===== config.mk =====
export PLATFORM = sky130hd
export DESIGN_NAME = interrupt_state_signaling
export DESIGN_NICKNAME = d
export VERILOG_FILES = /design/src/verilog/interrupt_state_signaling.v
export VERILOG_INCLUDE_DIRS = /design/src /design/src/verilog
export SDC_FILE = /design/constraint.sdc
export NUM_CORES = 1
export LEC_CHECK = 0
export BUFFER_PORTS_ARGS = -buffer_cell sky130_fd_sc_hd__buf_2
export CAP_MARGIN = 40
export CELL_PAD_IN_SITES_DETAIL_PLACEMENT = 1
export CELL_PAD_IN_SITES_GLOBAL_PLACEMENT = 2
export CORE_AREA = 2 2 248 250
export CTS_CLUSTER_SIZE = 30
export DETAILED_ROUTE_END_ITERATION = 10
export DIE_AREA = 0 0 250 252
export PLACE_DENSITY = 0.71
export SLEW_MARGIN = 10
export SYNTH_ARGS = -nofsm -noshare
export SYNTH_HDL_FRONTEND = slang
export SYNTH_SLANG_ARGS = --single-unit

===== constraint.sdc =====
create_clock -name clk -period 3.6 [get_ports clk]
set_input_delay 0.72 -clock clk [delete_from_list [all_inputs] [get_ports clk]]
set_output_delay 0.72 -clock clk [all_outputs]
set_load 0.005 [all_outputs]

===== src/verilog/irq_state_regs.vh =====
// Purpose: Constants for the interrupt lifecycle block
// Assumes: One core, sources 0..63 implemented
// Notes:   Identifier widths and ranges
`ifndef IRQ_STATE_REGS_VH
`define IRQ_STATE_REGS_VH

`define NUM_SRC         64
`define ID_W            10
`define LOC_ID_W        16
`define SOFT_FIRST      10'h000
`define SOFT_LAST       10'h00f
`define PRIV_FIRST      10'h010
`define PRIV_LAST       10'h01f
`define SHARED_FIRST    10'h020
`define SHARED_LAST     10'h3fb
`define SHARED_IMPL_MAX 10'h03f
`define ID_NONE         10'h3ff
`define NUM_SOFT        16
`define NUM_PRIV        16
`define NUM_SHARED      32
`define GRP_W           2
`define GRP_SEC_G0      2'h0
`define GRP_SEC_G1      2'h1
`define GRP_NS_G1       2'h2
`define ST_INACTIVE     2'h0
`define ST_PENDING      2'h1
`define ST_ACTIVE       2'h2
`define ST_ACT_PEND     2'h3
`define AFF_W           32
`define TOP_AFF_MULTI   1'b1

`endif


===== src/verilog/interrupt_state_signaling.v =====
// Purpose: Per-source interrupt lifecycle and request signalling
// Assumes: Single clock, all inputs synchronous, one processing element
// Notes:   Sources 0..63 held; shared ids above 63 are accepted but dropped
`default_nettype none
`include "irq_state_regs.vh"

module interrupt_state_signaling (
	input  wire                            clk,
	input  wire                            rst_n,
	input  wire [`NUM_SHARED-1:0]          shared_irq_wire,
	input  wire [`NUM_PRIV-1:0]            private_irq_wire,
	input  wire                            shared_set_wr,
	input  wire                            shared_clear_wr,
	input  wire [`ID_W-1:0]                shared_msg_id,
	input  wire                            loc_msg_wr,
	input  wire [`LOC_ID_W-1:0]            loc_msg_id,
	input  wire                            soft_wr,
	input  wire [`ID_W-1:0]                soft_id,
	input  wire [`NUM_SRC-1:0]             src_enable,
	input  wire [`NUM_SRC-1:0]             src_edge,
	input  wire [`NUM_SRC-1:0]             src_prio_ok,
	input  wire [`NUM_SRC*`GRP_W-1:0]      src_group,
	input  wire [`AFF_W-1:0]               shared_target_aff,
	input  wire [`AFF_W-1:0]               core_affinity_id_reg,
	input  wire                            core_secure,
	input  wire                            core_top_level,
	input  wire                            ack_rd,
	input  wire                            eoi_wr,
	input  wire [`ID_W-1:0]                eoi_id,
	output reg                             irq_normal,
	output reg                             irq_fast,
	output reg                             ack_valid,
	output reg  [`ID_W-1:0]                ack_id,
	output reg  [`NUM_SRC*2-1:0]           src_state,
	output reg                             loc_msg_valid,
	output reg  [`LOC_ID_W-1:0]            loc_msg_id_out,
	output reg                             top_affinity_level_support_flag
);

	reg  [`NUM_SRC-1:0]    pend;
	reg  [`NUM_SRC-1:0]    act;
	reg  [`NUM_SRC-1:0]    line_q;
	reg  [`NUM_SHARED-1:0] shared_msg_level;
	reg  [`NUM_SRC-1:0]    next_pend;
	reg  [`NUM_SRC-1:0]    next_act;
	reg  [`NUM_SRC-1:0]    line;
	reg  [`NUM_SRC-1:0]    req;
	reg  [`NUM_SRC-1:0]    fast_sel;
	reg  [`NUM_SHARED-1:0] next_msg_level;
	reg  [`ID_W-1:0]       pick_id;
	reg                    pick_ok;
	reg                    targeted;
	reg                    ack_take;
	reg                    eoi_hit;
	integer                i;
	integer                j;
	integer                k;
	integer                m;
	integer                n;
	integer                p;

	// Decode helpers
	function is_shared;
		input [`ID_W-1:0] id;
		begin
			is_shared = (id >= `SHARED_FIRST) && (id <= `SHARED_LAST);
		end
	endfunction

	function is_soft;
		input [`ID_W-1:0] id;
		begin
			is_soft = (id <= `SOFT_LAST);
		end
	endfunction

	// Group to line: fast at top level, else fast unless group 1 matches the current security
	function route_fast;
		input [`GRP_W-1:0] grp;
		input              sec;
		input              top;
		begin
			if (top)
				route_fast = 1'b1;
			else if (grp == `GRP_SEC_G0)
				route_fast = 1'b1;
			else if (grp == `GRP_SEC_G1)
				route_fast = !sec;
			else
				route_fast = sec;
		end
	endfunction

	// All four affinity levels must agree
	function aff_match;
		input [`AFF_W-1:0] a;
		input [`AFF_W-1:0] b;
		begin
			aff_match = (a == b);
		end
	endfunction

	// Message level latches for shared sources
	always @* begin
		next_msg_level = shared_msg_level;
		for (j = 0; j < `NUM_SHARED; j = j + 1) begin
			if (shared_clear_wr && shared_msg_id == `SHARED_FIRST + j[`ID_W-1:0])
				next_msg_level[j] = 1'b0;
			if (shared_set_wr && shared_msg_id == `SHARED_FIRST + j[`ID_W-1:0])
				next_msg_level[j] = 1'b1;
		end
	end

	// Effective source lines; software sources are a one-cycle pulse
	always @* begin
		line = {`NUM_SRC{1'b0}};
		for (k = 0; k < `NUM_SOFT; k = k + 1)
			line[k] = soft_wr && is_soft(soft_id) && soft_id[3:0] == k[3:0];
		for (k = 0; k < `NUM_PRIV; k = k + 1)
			line[`NUM_SOFT + k] = private_irq_wire[k];
		for (k = 0; k < `NUM_SHARED; k = k + 1)
			line[`NUM_SOFT + `NUM_PRIV + k] = shared_irq_wire[k] | shared_msg_level[k];
	end

	// Deliverable requests and line selection
	always @* begin
		targeted = aff_match(shared_target_aff, core_affinity_id_reg);
		for (m = 0; m < `NUM_SRC; m = m + 1) begin
			req[m] = pend[m] && !act[m] && src_enable[m] && src_prio_ok[m];
			if (m >= `NUM_SOFT + `NUM_PRIV)
				req[m] = req[m] && targeted;
			fast_sel[m] = route_fast(src_group[m*`GRP_W +: `GRP_W], core_secure,
				core_top_level);
		end
	end

	// Lowest identifier wins the acknowledge
	always @* begin
		pick_ok = 1'b0;
		pick_id = `ID_NONE;
		for (n = `NUM_SRC - 1; n >= 0; n = n - 1) begin
			if (req[n]) begin
				pick_ok = 1'b1;
				pick_id = n[`ID_W-1:0];
			end
		end
	end

	// Lifecycle update, all sources in one cycle
	always @* begin
		next_pend = pend;
		next_act = act;
		ack_take = 1'b0;
		eoi_hit = 1'b0;
		for (i = 0; i < `NUM_SRC; i = i + 1) begin
			ack_take = ack_rd && pick_ok && pick_id == i[`ID_W-1:0];
			eoi_hit = eoi_wr && eoi_id == i[`ID_W-1:0];
			if (src_edge[i] || i < `NUM_SOFT) begin
				// Edge: pending cleared by acknowledge, new edge always wins
				if (ack_take)
					next_pend[i] = 1'b0;
				if (line[i] && !line_q[i])
					next_pend[i] = 1'b1;
				if (i < `NUM_SOFT && line[i])
					next_pend[i] = 1'b1;
				if (ack_take)
					next_act[i] = 1'b1;
				else if (eoi_hit)
					next_act[i] = 1'b0;
			end else begin
				// Level: pending mirrors the line, so it drops by itself
				next_pend[i] = line[i];
				if (ack_take)
					next_act[i] = 1'b1;
				else if (eoi_hit)
					next_act[i] = 1'b0;
			end
		end
	end

	always @(posedge clk) begin
		if (!rst_n) begin
			pend <= {`NUM_SRC{1'b0}};
			act <= {`NUM_SRC{1'b0}};
			line_q <= {`NUM_SRC{1'b0}};
			shared_msg_level <= {`NUM_SHARED{1'b0}};
		end else begin
			pend <= next_pend;
			act <= next_act;
			line_q <= line;
			shared_msg_level <= next_msg_level;
		end
	end

	// Registered outputs; request lines lag state by one cycle
	always @(posedge clk) begin
		if (!rst_n) begin
			irq_normal <= 1'b0;
			irq_fast <= 1'b0;
			ack_valid <= 1'b0;
			ack_id <= `ID_NONE;
			src_state <= {`NUM_SRC*2{1'b0}};
			loc_msg_valid <= 1'b0;
			loc_msg_id_out <= {`LOC_ID_W{1'b0}};
			top_affinity_level_support_flag <= 1'b0;
		end else begin
			irq_fast <= |(req & fast_sel);
			irq_normal <= |(req & ~fast_sel);
			ack_valid <= ack_rd;
			if (ack_rd)
				ack_id <= pick_id;
			for (p = 0; p < `NUM_SRC; p = p + 1)
				src_state[p*2 +: 2] <= {next_act[p], next_pend[p]};
			loc_msg_valid <= loc_msg_wr;
			if (loc_msg_wr)
				loc_msg_id_out <= loc_msg_id;
			top_affinity_level_support_flag <= `TOP_AFF_MULTI;
		end
	end

endmodule // interrupt_state_signaling
`default_nettype wire


Yosys cells after proc, flatten, opt, wreduce, memory -nomap -nowiden

Cells that the tools add are included.

Register bits after elaboration: 383
Input bits: 488
Word-level logic and storage cells: 1750
Output and inout bits: 159

Muxes and demuxes: 705
Reductions and logical operators: 728
Bitwise operators: 35
Magnitude comparators: 1
Eq/ne operators: 238

Operators with widths:

| cell                  | number |
|---|---|
| $eq A10 B6 Y1 const B | 96 |
| $mux W1               | 641 |
| $mux W10              | 64 |
| $logic_and A1 B1 Y1   | 498 |
| $eq A10 B5 Y1 const B | 32 |
| $eq A10 B4 Y1 const B | 16 |
| $logic_not A1 Y1      | 129 |
| $and A64 B64 Y64      | 2 |
| $eq A2 B1 Y1 const B  | 64 |
| $logic_not A2 Y1      | 64 |
| $reduce_or A64 Y1     | 2 |
| $eq A10 B3 Y1 const B | 8 |
| $not A64 Y64          | 1 |
| $reduce_bool A2 Y1    | 32 |
| $eq A10 B2 Y1 const B | 4 |
| $eq A32 B32 Y1        | 1 |
| $eq A4 B4 Y1 const B  | 8 |
| $or A1 B1 Y1          | 32 |
| $eq A10 B1 Y1 const B | 2 |
| $logic_not A10 Y1     | 2 |
| $eq A4 B3 Y1 const B  | 4 |
| $le A10 B4 Y1 const B | 1 |
| $eq A4 B2 Y1 const B  | 2 |
| $eq A4 B1 Y1 const B  | 1 |
| $logic_not A4 Y1      | 1 |

Longest topological paths before layout

Gate-level depths: netlist of run 1.

Word-level depth: 74
Gate-level depth with buffers: 11

Worst setup path before layout of run 1

Ideal clock, no wire load.

Path type: input to register
Start point: input port src_prio_ok[53]
End point: register pend[47]
Required time: 3484 ps
Setup time: 116 ps
Cell stages on the path: 10
Arrival time: 2667 ps
Slack: 816 ps
Cell sequence: and4b_1 -> buf_4 -> nor4_4 -> a2111oi_2 -> o41ai_2 -> o311ai_4 -> a221oi_4 -> buf_6 -> nand3_1 -> a41o_1

Cells in the longest elaborated chain, start to end: 61
Elaborated cells on any way between the ends: 116
Those cells by class: eq/ne (1); mux (111); reduce/logical (4)

RTL lines:

| what                                                 | line                            | source |
|---|---|---|
| start, declared                                      | interrupt_state_signaling.v:21  | `` input wire [`NUM_SRC-1:0] src_prio_ok, `` |
| $logic_and A1 B1 Y1 (*)                              | interrupt_state_signaling.v:129 | `req[m] = pend[m] && !act[m] && src_enable[m] && src_prio_ok[m];` |
| $logic_and A1 B1 Y1 (*)                              | interrupt_state_signaling.v:131 | `req[m] = req[m] && targeted;` |
| $mux W10 or $mux W1 (tied branches) (54 in series)   | interrupt_state_signaling.v:142 | `if (req[n]) begin` |
| $eq A10 B6 Y1 or $logic_and A1 B1 Y1 (tied branches) | interrupt_state_signaling.v:156 | `` ack_take = ack_rd && pick_ok && pick_id == i[`ID_W-1:0]; `` |
| $logic_and A1 B1 Y1 (*)                              | interrupt_state_signaling.v:156 |  |
| $mux W1 (*)                                          | interrupt_state_signaling.v:160 | `if (ack_take)` |
| $mux W1 (*)                                          | interrupt_state_signaling.v:162 | `if (line[i] && !line_q[i])` |
| $mux W1 (*)                                          | interrupt_state_signaling.v:158 | `` if (src_edge[i] \|\| i < `NUM_SOFT) begin `` |
| end signal, assigned                                 | interrupt_state_signaling.v:183 | `` pend <= {`NUM_SRC{1'b0}}; `` |
| end signal, assigned                                 | interrupt_state_signaling.v:188 | `pend <= next_pend;` |
| end, declared                                        | interrupt_state_signaling.v:40  | `` reg [`NUM_SRC-1:0] pend; `` |

Every way passes the cells marked *; elsewhere a longest branch is shown, timed or not.
A chain may end at the register's enable or synchronous reset.

Final worst setup path of run 1

Start point: register pend[60]
End point: register act[4]

Cells in the longest elaborated chain, start to end: 68
Elaborated cells on any way between the ends: 130
Those cells by class: eq/ne (1); mux (123); reduce/logical (6)

RTL lines:

| what                                                 | line                            | source |
|---|---|---|
| $logic_and A1 B1 Y1 (*) (3 in series)                | interrupt_state_signaling.v:129 |  |
| $logic_and A1 B1 Y1 (*)                              | interrupt_state_signaling.v:131 |  |
| $mux W10 or $mux W1 (tied branches) (61 in series)   | interrupt_state_signaling.v:142 |  |
| $eq A10 B3 Y1 or $logic_and A1 B1 Y1 (tied branches) | interrupt_state_signaling.v:156 |  |
| $logic_and A1 B1 Y1 (*)                              | interrupt_state_signaling.v:156 |  |
| $mux W1 (*)                                          | interrupt_state_signaling.v:166 | `if (ack_take)` |
| end signal, assigned                                 | interrupt_state_signaling.v:184 | `` act <= {`NUM_SRC{1'b0}}; `` |
| end signal, assigned                                 | interrupt_state_signaling.v:189 | `act <= next_act;` |
| end, declared                                        | interrupt_state_signaling.v:41  | `` reg [`NUM_SRC-1:0] act; `` |

Marked as above.

==> results of run 1 <==
sequential cells by signal, summed over array words and instances (netlist names):
register,cells
src_state,1
top_affinity_level_support_flag,1
pend,63
irq_fast,1
loc_msg_valid,1
irq_normal,1
act,64
ack_id,7
ack_valid,1
loc_msg_id_out,16
shared_msg_level,32
line_q,48
layout make-up:
cell class | instances | area, um2 | share of cell area [%]
tap | 782 | 978 | 4.90
clock inverter | 13 | 174 | 0.870
clock buffer | 38 | 800 | 4.00
timing repair buffer | 799 | 4590 | 23.0
inverter | 45 | 169 | 0.845
sequential | 236 | 4720 | 23.6
multi-input combinational | 1297 | 8540 | 42.7
antenna | 2 | 5.00 | 0.0250
worst register-to-register path, cell delays in order, from the launching register on:
cell and delay (ps):
dfxtp_1 610, and4b_1 300, o211ai_1 160, a2111oi_2 490, o41ai_2 100, buf_4 170, o311ai_4 430, and2_1 280
buf_12 170, nand2_1 200, o31ai_1 320
through the flow:
stage	hold slack (ps)	setup slack, ps	cells	utilization [%]
after floorplan	438	816	1665	-
after global placement	449	65.4	3159	31.6
after detailed placement	464	50.5	3159	31.6
after CTS	350	358	3210	33.2
after global routing	363	209	3210	33.2
final	375	296	3212	33.2
cells in the mapped netlist, types with 6 or more instances:
cell type  instances
a211oi_1          15
a21boi_0          52
a21oi_1           75
a22o_1            17
a22oi_1           11
a31o_1             6
a31o_2             8
a31oi_1           51
a32o_1             7
and2_1            25
and3_1             9
and4b_1           39
buf_1              6
buf_2              6
buf_4             10
clkbuf_1          62
dfxtp_1          236
inv_1             45
mux2_2            47
mux2i_1           17
nand2_1          217
nand2b_1          25
nand3_1           45
nand3b_1          22
nand4_1           29
nand4b_1          61
nor2_1           113
nor2b_1           31
nor3_1            20
nor4_1            17
o211a_1           11
o211ai_1          28
o21a_1            31
o21ai_0           83
o21ai_1            8
o22ai_1           34
o31ai_1           10
xnor2_1           32
logic make-up after synthesis:
family	synth area share, %
AND/OR/NAND/NOR	28.2
buffers and inverters	4.08
multiplexers	5.06
flip-flops	34.2
XOR/XNOR	2.03
AO/OA/AOI/OAI	26.5
power by group through the flow:
stage / sequential, mW / combinational [mW] / clock [mW]
2_1_floorplan: 2.83 / 0.758 / 0
3_3_place_gp: 2.88 / 1.73 / 0
3_5_place_dp: 2.88 / 1.76 / 0
4_1_cts: 2.83 / 1.77 / 3.14
5_1_grt: 2.84 / 1.88 / 3.27
6_report: 2.83 / 1.76 / 3.07
routing by layer:
| layer | global-route usage, % | up-vias | share of wire, % |
|---|---|---|---|
| li1 | - | 7755 | - |
| met1 | 34.7 | 8333 | 43 |
| met2 | 45.2 | 743 | 47 |
| met3 | 5.16 | 132 | 7.4 |
| met4 | 7.05 | 16 | 2.7 |
| met5 | 0 | - | 0.13 |
worst max path at each step:
stage	start	end	slack, ps	cells after the start
after floorplan	src_prio_ok[53]	pend[47]$_SDFF_PN0_	820	10
after global placement	src_prio_ok[16]	pend[19]$_SDFF_PN0_	70	12
after detailed placement	src_prio_ok[43]	pend[23]$_SDFF_PN0_	50	15
after CTS	pend[41]$_SDFF_PN0_	pend[19]$_SDFF_PN0_	360	11
after global routing	pend[41]$_SDFF_PN0_	pend[34]$_SDFF_PN0_	210	11
final	pend[60]$_SDFF_PN0_	act[4]$_SDFF_PN0_	300	10
==> impl_metrics.csv, run 1 <==
group,metric,value,unit
clock_network,clockBufferDepth,3,
worst_hold_path,min_path_type,"input port to flop",
floorplanning,num_rows,90,
synth,synthFlopType,"dfxtp_1",
setup_path,max_stage_delay,610,ps
floorplanning,ios,647,
timing,skew,20.3,ps
power_and_ir_drop,pwr-share-clk,40.1,%
grt,grt_first_pass_wirelength,124000,um
power_and_ir_drop,swShare,30.6,%
setup_path,r2r.worst_path.cells,10,
grt,track_usage,26.7,%
clock_network,cts_buffers,29,
setup_path,r2r_start,"pend[60]$_SDFF_PN0_",
power_and_ir_drop,peakVddDrop,0.331,mV
drt,vias,17000,
clock_network,post_cts_buffers,0,
synth,synth_seq_cells,236,
timing,maxSlewViolCount,0,
timing,period_share,91.8,%
synth,synth_area_leaders,"dfxtp_1 34%, nand2_1 5.9%, nand4b_1 3.9%",
floorplanning,coreArea,0.0601,mm2
clock_network,cts_tree,"yes",
finish,most-common-layout-cells,"628 x buf_2, 236 x dfxtp_1, 217 x nand2_1, 157 x buf_4, 113 x nor2_1",
run,drv_cap,0,
worst_hold_path,min_from,"private_irq_wire[12]",
place,gp_congestion,0.938,
setup_path,reg2reg_slack,300,ps
setup_path,start_kind,"flop",
finish,synthToLayoutAreaGrowth,44.6,%
synth,synth_enable_flop_cells,0,
setup_path,cp_data_required_time,4070,ps
finish,layout-drive-gt1-share,39.0,%
synth,avgSynthCellArea,8.30,um2
setup_path,worst_r2r_endpoint,"act[4]$_SDFF_PN0_",
grt,grt_remaining_overflow,0,
power_and_ir_drop,fin_total_pwr,7.67,mW
drt,routed_wl,88200,um
drt,drt-pass1-iter-count,5,
finish,nets,2896,
place,port_buffers,630,
finish,final_common_cell,"buf_2",
synth,syn-cell-area,0.0138,mm2
place,place_area,0.0190,mm2
setup_path,critical_path.max_fanout,12,
finish,nFillCells,7357,
setup_path,critPathKind,"flop to flop",
grt,grt_max_degree,67,
clock_network,insertion_delay,570,ps
synth,synth_top_cell_area_share,34.2,%
setup_path,cp_slowest_cell,"dfxtp_1",
timing,setup_viol,0,
worst_hold_path,whs_path_depth,2,
timing,fin_crit,3300,ps
drt,drc,0,
clock_network,h-tree-depth,1,
synth,synth.distinct_cells,91,
synth,synth-seq-area-share,34.2,%
floorplanning,die_area,0.0630,mm2
synth,synth_fp_nets,2153,
power_and_ir_drop,leakage,9.11,nW
drt,wl_per_cell,27.5,um
setup_path,cp_num_buf_inv,2,
drt,drtAntennaViolNets,0,
timing,rsz0062_at_grt,"false",
timing,hold_viol_final,0,
timing,max_slew.worst_pin.slew,692,ps
synth,yosysTopAreaCell,"dfxtp_1",
grt,antenna_found_initial,15,
grt,grt_pass1_vias,17600,
drt,drt-vias-per-instance,5.29,
run_status,status,"completed",
floorplanning,initial_core_util,23.0,%
power_and_ir_drop,p_seq_share,36.9,%
clock_network,ctsResizeCount,0,
floorplanning,dieWidth,250,um
timing,relSlewSlack,53.7,%
setup_path,cp-end-kind,"flop",
clock_network,cts-root-buf,"clkbuf_16",
clock_network,cts_hold_buf,0,
timing,max_freq,0.303,GHz
place,hpwl,75300,um
setup_path,path_cells,"and4b_1, o211ai_1, a2111oi_2, o41ai_2, buf_4, o311ai_4, and2_1, buf_12, nand2_1, o31ai_1",
finish,fin_area,0.0200,mm2
timing,setup_tns,0,ps
clock_network,clock-sinks,236,
synth,yosysWarnings,0,
floorplanning,die-height,252,um
worst_hold_path,min_to,"line_q[28]$_SDFF_PN0_",
power_and_ir_drop,p_comb_share,23.0,%
synth,syn_inst,1665,
clock_network,clk_pin_slew,60,ps
drt,first_iter_violations,1265,
setup_path,cp_top_family,"compound AO/OA/AOI/OAI gates",
power_and_ir_drop,switching_power,2.35,mW
synth,async_flop_share,0,%
setup_path,worstPathArrival,3770,ps
power_and_ir_drop,p_int,5.32,mW
power_and_ir_drop,powerDensity,384,mW/mm2
Power figures use the tool's default switching activity.
==> inputs of run 2 (changes only) <==
--- a/config.mk
+++ b/config.mk
@@ -10,11 +10,11 @@
 export CAP_MARGIN = 40
 export CELL_PAD_IN_SITES_DETAIL_PLACEMENT = 1
 export CELL_PAD_IN_SITES_GLOBAL_PLACEMENT = 2
-export CORE_AREA = 2 2 248 250
+export CORE_AREA = 2 2 254 256
 export CTS_CLUSTER_SIZE = 30
 export DETAILED_ROUTE_END_ITERATION = 10
-export DIE_AREA = 0 0 250 252
-export PLACE_DENSITY = 0.71
+export DIE_AREA = 0 0 256 258
+export PLACE_DENSITY = 0.69
 export SLEW_MARGIN = 10
 export SYNTH_ARGS = -nofsm -noshare
 export SYNTH_HDL_FRONTEND = slang
==> constraint.sdc (replaced) <==
create_clock -name clk -period 4.2 [get_ports clk]
set_input_delay 0.84 -clock clk [delete_from_list [all_inputs] [get_ports clk]]
set_output_delay 0.84 -clock clk [all_outputs]
set_load 0.005 [all_outputs]
==> impl_metrics.csv, run 2 (synthesis gave the netlist of run 1 again) <==
group,metric,value,unit
clock_network,clock-sinks,236,
clock_network,cts_hold_buf,0,
drt,drc,0,
timing,max_freq,0.286,GHz
finish,most-common-layout-cells,"628 x buf_2, 236 x dfxtp_1, 217 x nand2_1, 113 x nor2_1, 83 x o21ai_0",
finish,fin_util,30.2,%
floorplanning,initial_core_util,21.7,%
setup_path,critical_path.max_fanout,7,
clock_network,clk_pin_slew,60,ps
drt,first_iter_violations,1212,
place,dp_slack,179,ps
drt,wl_per_cell,26.9,um
setup_path,cp_data_required_time,4720,ps
drt,vias,16500,
timing,skew,14.4,ps
grt,grt_remaining_overflow,0,
clock_network,h-tree-depth,1,
power_and_ir_drop,peakVddDrop,0.285,mV
place,gp_congestion,0.902,
timing,setup_tns,0,ps
finish,regMostFlops,"act",
place,place_area,0.0182,mm2
clock_network,cts_tree,"yes",
floorplanning,die_area,0.0660,mm2
finish,largest_reg_flops,64,
finish,fin_area,0.0192,mm2
place,port_buffers,630,
run,drv_cap,0,
finish,synthToLayoutAreaGrowth,39.0,%
setup_path,critPathKind,"flop to flop",
grt,grt_pass1_vias,17100,
timing,period_share,83.4,%
grt,grt_max_degree,98,
timing,setup_viol,0,
place,hpwl,72300,um
floorplanning,dieWidth,256,um
clock_network,post_cts_buffers,0,
clock_network,ctsResizeCount,0,
timing,fin_crit,3500,ps
grt,antenna_found_initial,23,
finish,layout-drive-gt1-share,36.2,%
place,post-place-cells,3128,
timing,setup_ws,699,ps
power_and_ir_drop,fin_total_pwr,6.39,mW
grt,track_usage,24.9,%
setup_path,worstPathArrival,4020,ps
finish,regArea,0.00472,mm2
finish,reg_top3,"act (64), pend (63), line_q (48)",
floorplanning,coreArea,0.0636,mm2
finish,final_common_cell,"buf_2",
setup_path,start_kind,"flop",
floorplanning,die-height,258,um
finish,nets,2792,
timing,maxSlewViolCount,0,
setup_path,cp-end-kind,"flop",
worst_hold_path,min_path_type,"flop to flop",
timing,relSlewSlack,39.7,%
finish,multi_input_area,0.00854,mm2
clock_network,cts_buffers,29,
drt,drt-vias-per-instance,5.18,
floorplanning,ios,647,
drt,routed_wl,86000,um
timing,holdWs,468,ps
run_status,status,"completed",
timing,rsz0062_at_grt,"false",
power_and_ir_drop,powerDensity,333,mW/mm2
clock_network,insertion_delay,580,ps
timing,max_slew.worst_pin.slew,897,ps
clock_network,clockBufferDepth,3,
clock_network,cts-root-buf,"clkbuf_16",
timing,hold_viol_final,0,
drt,drt-pass1-iter-count,5,
power_and_ir_drop,leakage,8.55,nW
finish,nFillCells,7780,
grt,grt_first_pass_wirelength,121000,um
floorplanning,num_rows,93,
drt,drtAntennaViolNets,0,
finish,fin_cells,3192,
run 2: report_power, final:
group	internal (mW)	total (mW)	switching (mW)
Sequential	2.33	2.43	0.101
Clock	1.51	2.56	1.05
Combinational	0.577	1.41	0.830
run 2: routing by layer:
layer / share of wire [%] / track usage [%] / vias to the layer above
met3: 7.1 / 5.55 / 149
met2: 47 / 41.7 / 688
li1: - / - / 7558
met1: 43 / 31.3 / 8114
met5: 0.096 / 0 / -
met4: 3.5 / 8.80 / 14
run 2: path summary, 6_finish.rpt:
| kind | startpoint | end | slack, ps | depth (start not counted) |
|---|---|---|---|---|
| max | act[43]$_SDFF_PN0_ | act[57]$_SDFF_PN0_ | 700 | 7 |
| min | line_q[41]$_SDFF_PN0_ | pend[41]$_SDFF_PN0_ | 470 | 3 |
| max reg2reg | act[43]$_SDFF_PN0_ | act[57]$_SDFF_PN0_ | 700 | 7 |
| min reg2reg | line_q[41]$_SDFF_PN0_ | pend[41]$_SDFF_PN0_ | 470 | 3 |
run 2: area by class of cell:
cell class	count	area share (%)
clock inverter	8	0.541
sequential	236	24.6
multi-input combinational	1297	44.4
timing repair buffer	695	19.4
antenna	14	0.182
inverter	45	0.879
tap	855	5.57
clock buffer	42	4.40
run 2: worst max-delay path, cell delays in order (launching register included):
cell	delay, ps
dfxtp_1	370
nand4b_1	630
a2111oi_0	730
o311a_1	400
o31a_2	240
o211ai_2	280
nor3_2	550
a22o_1	230
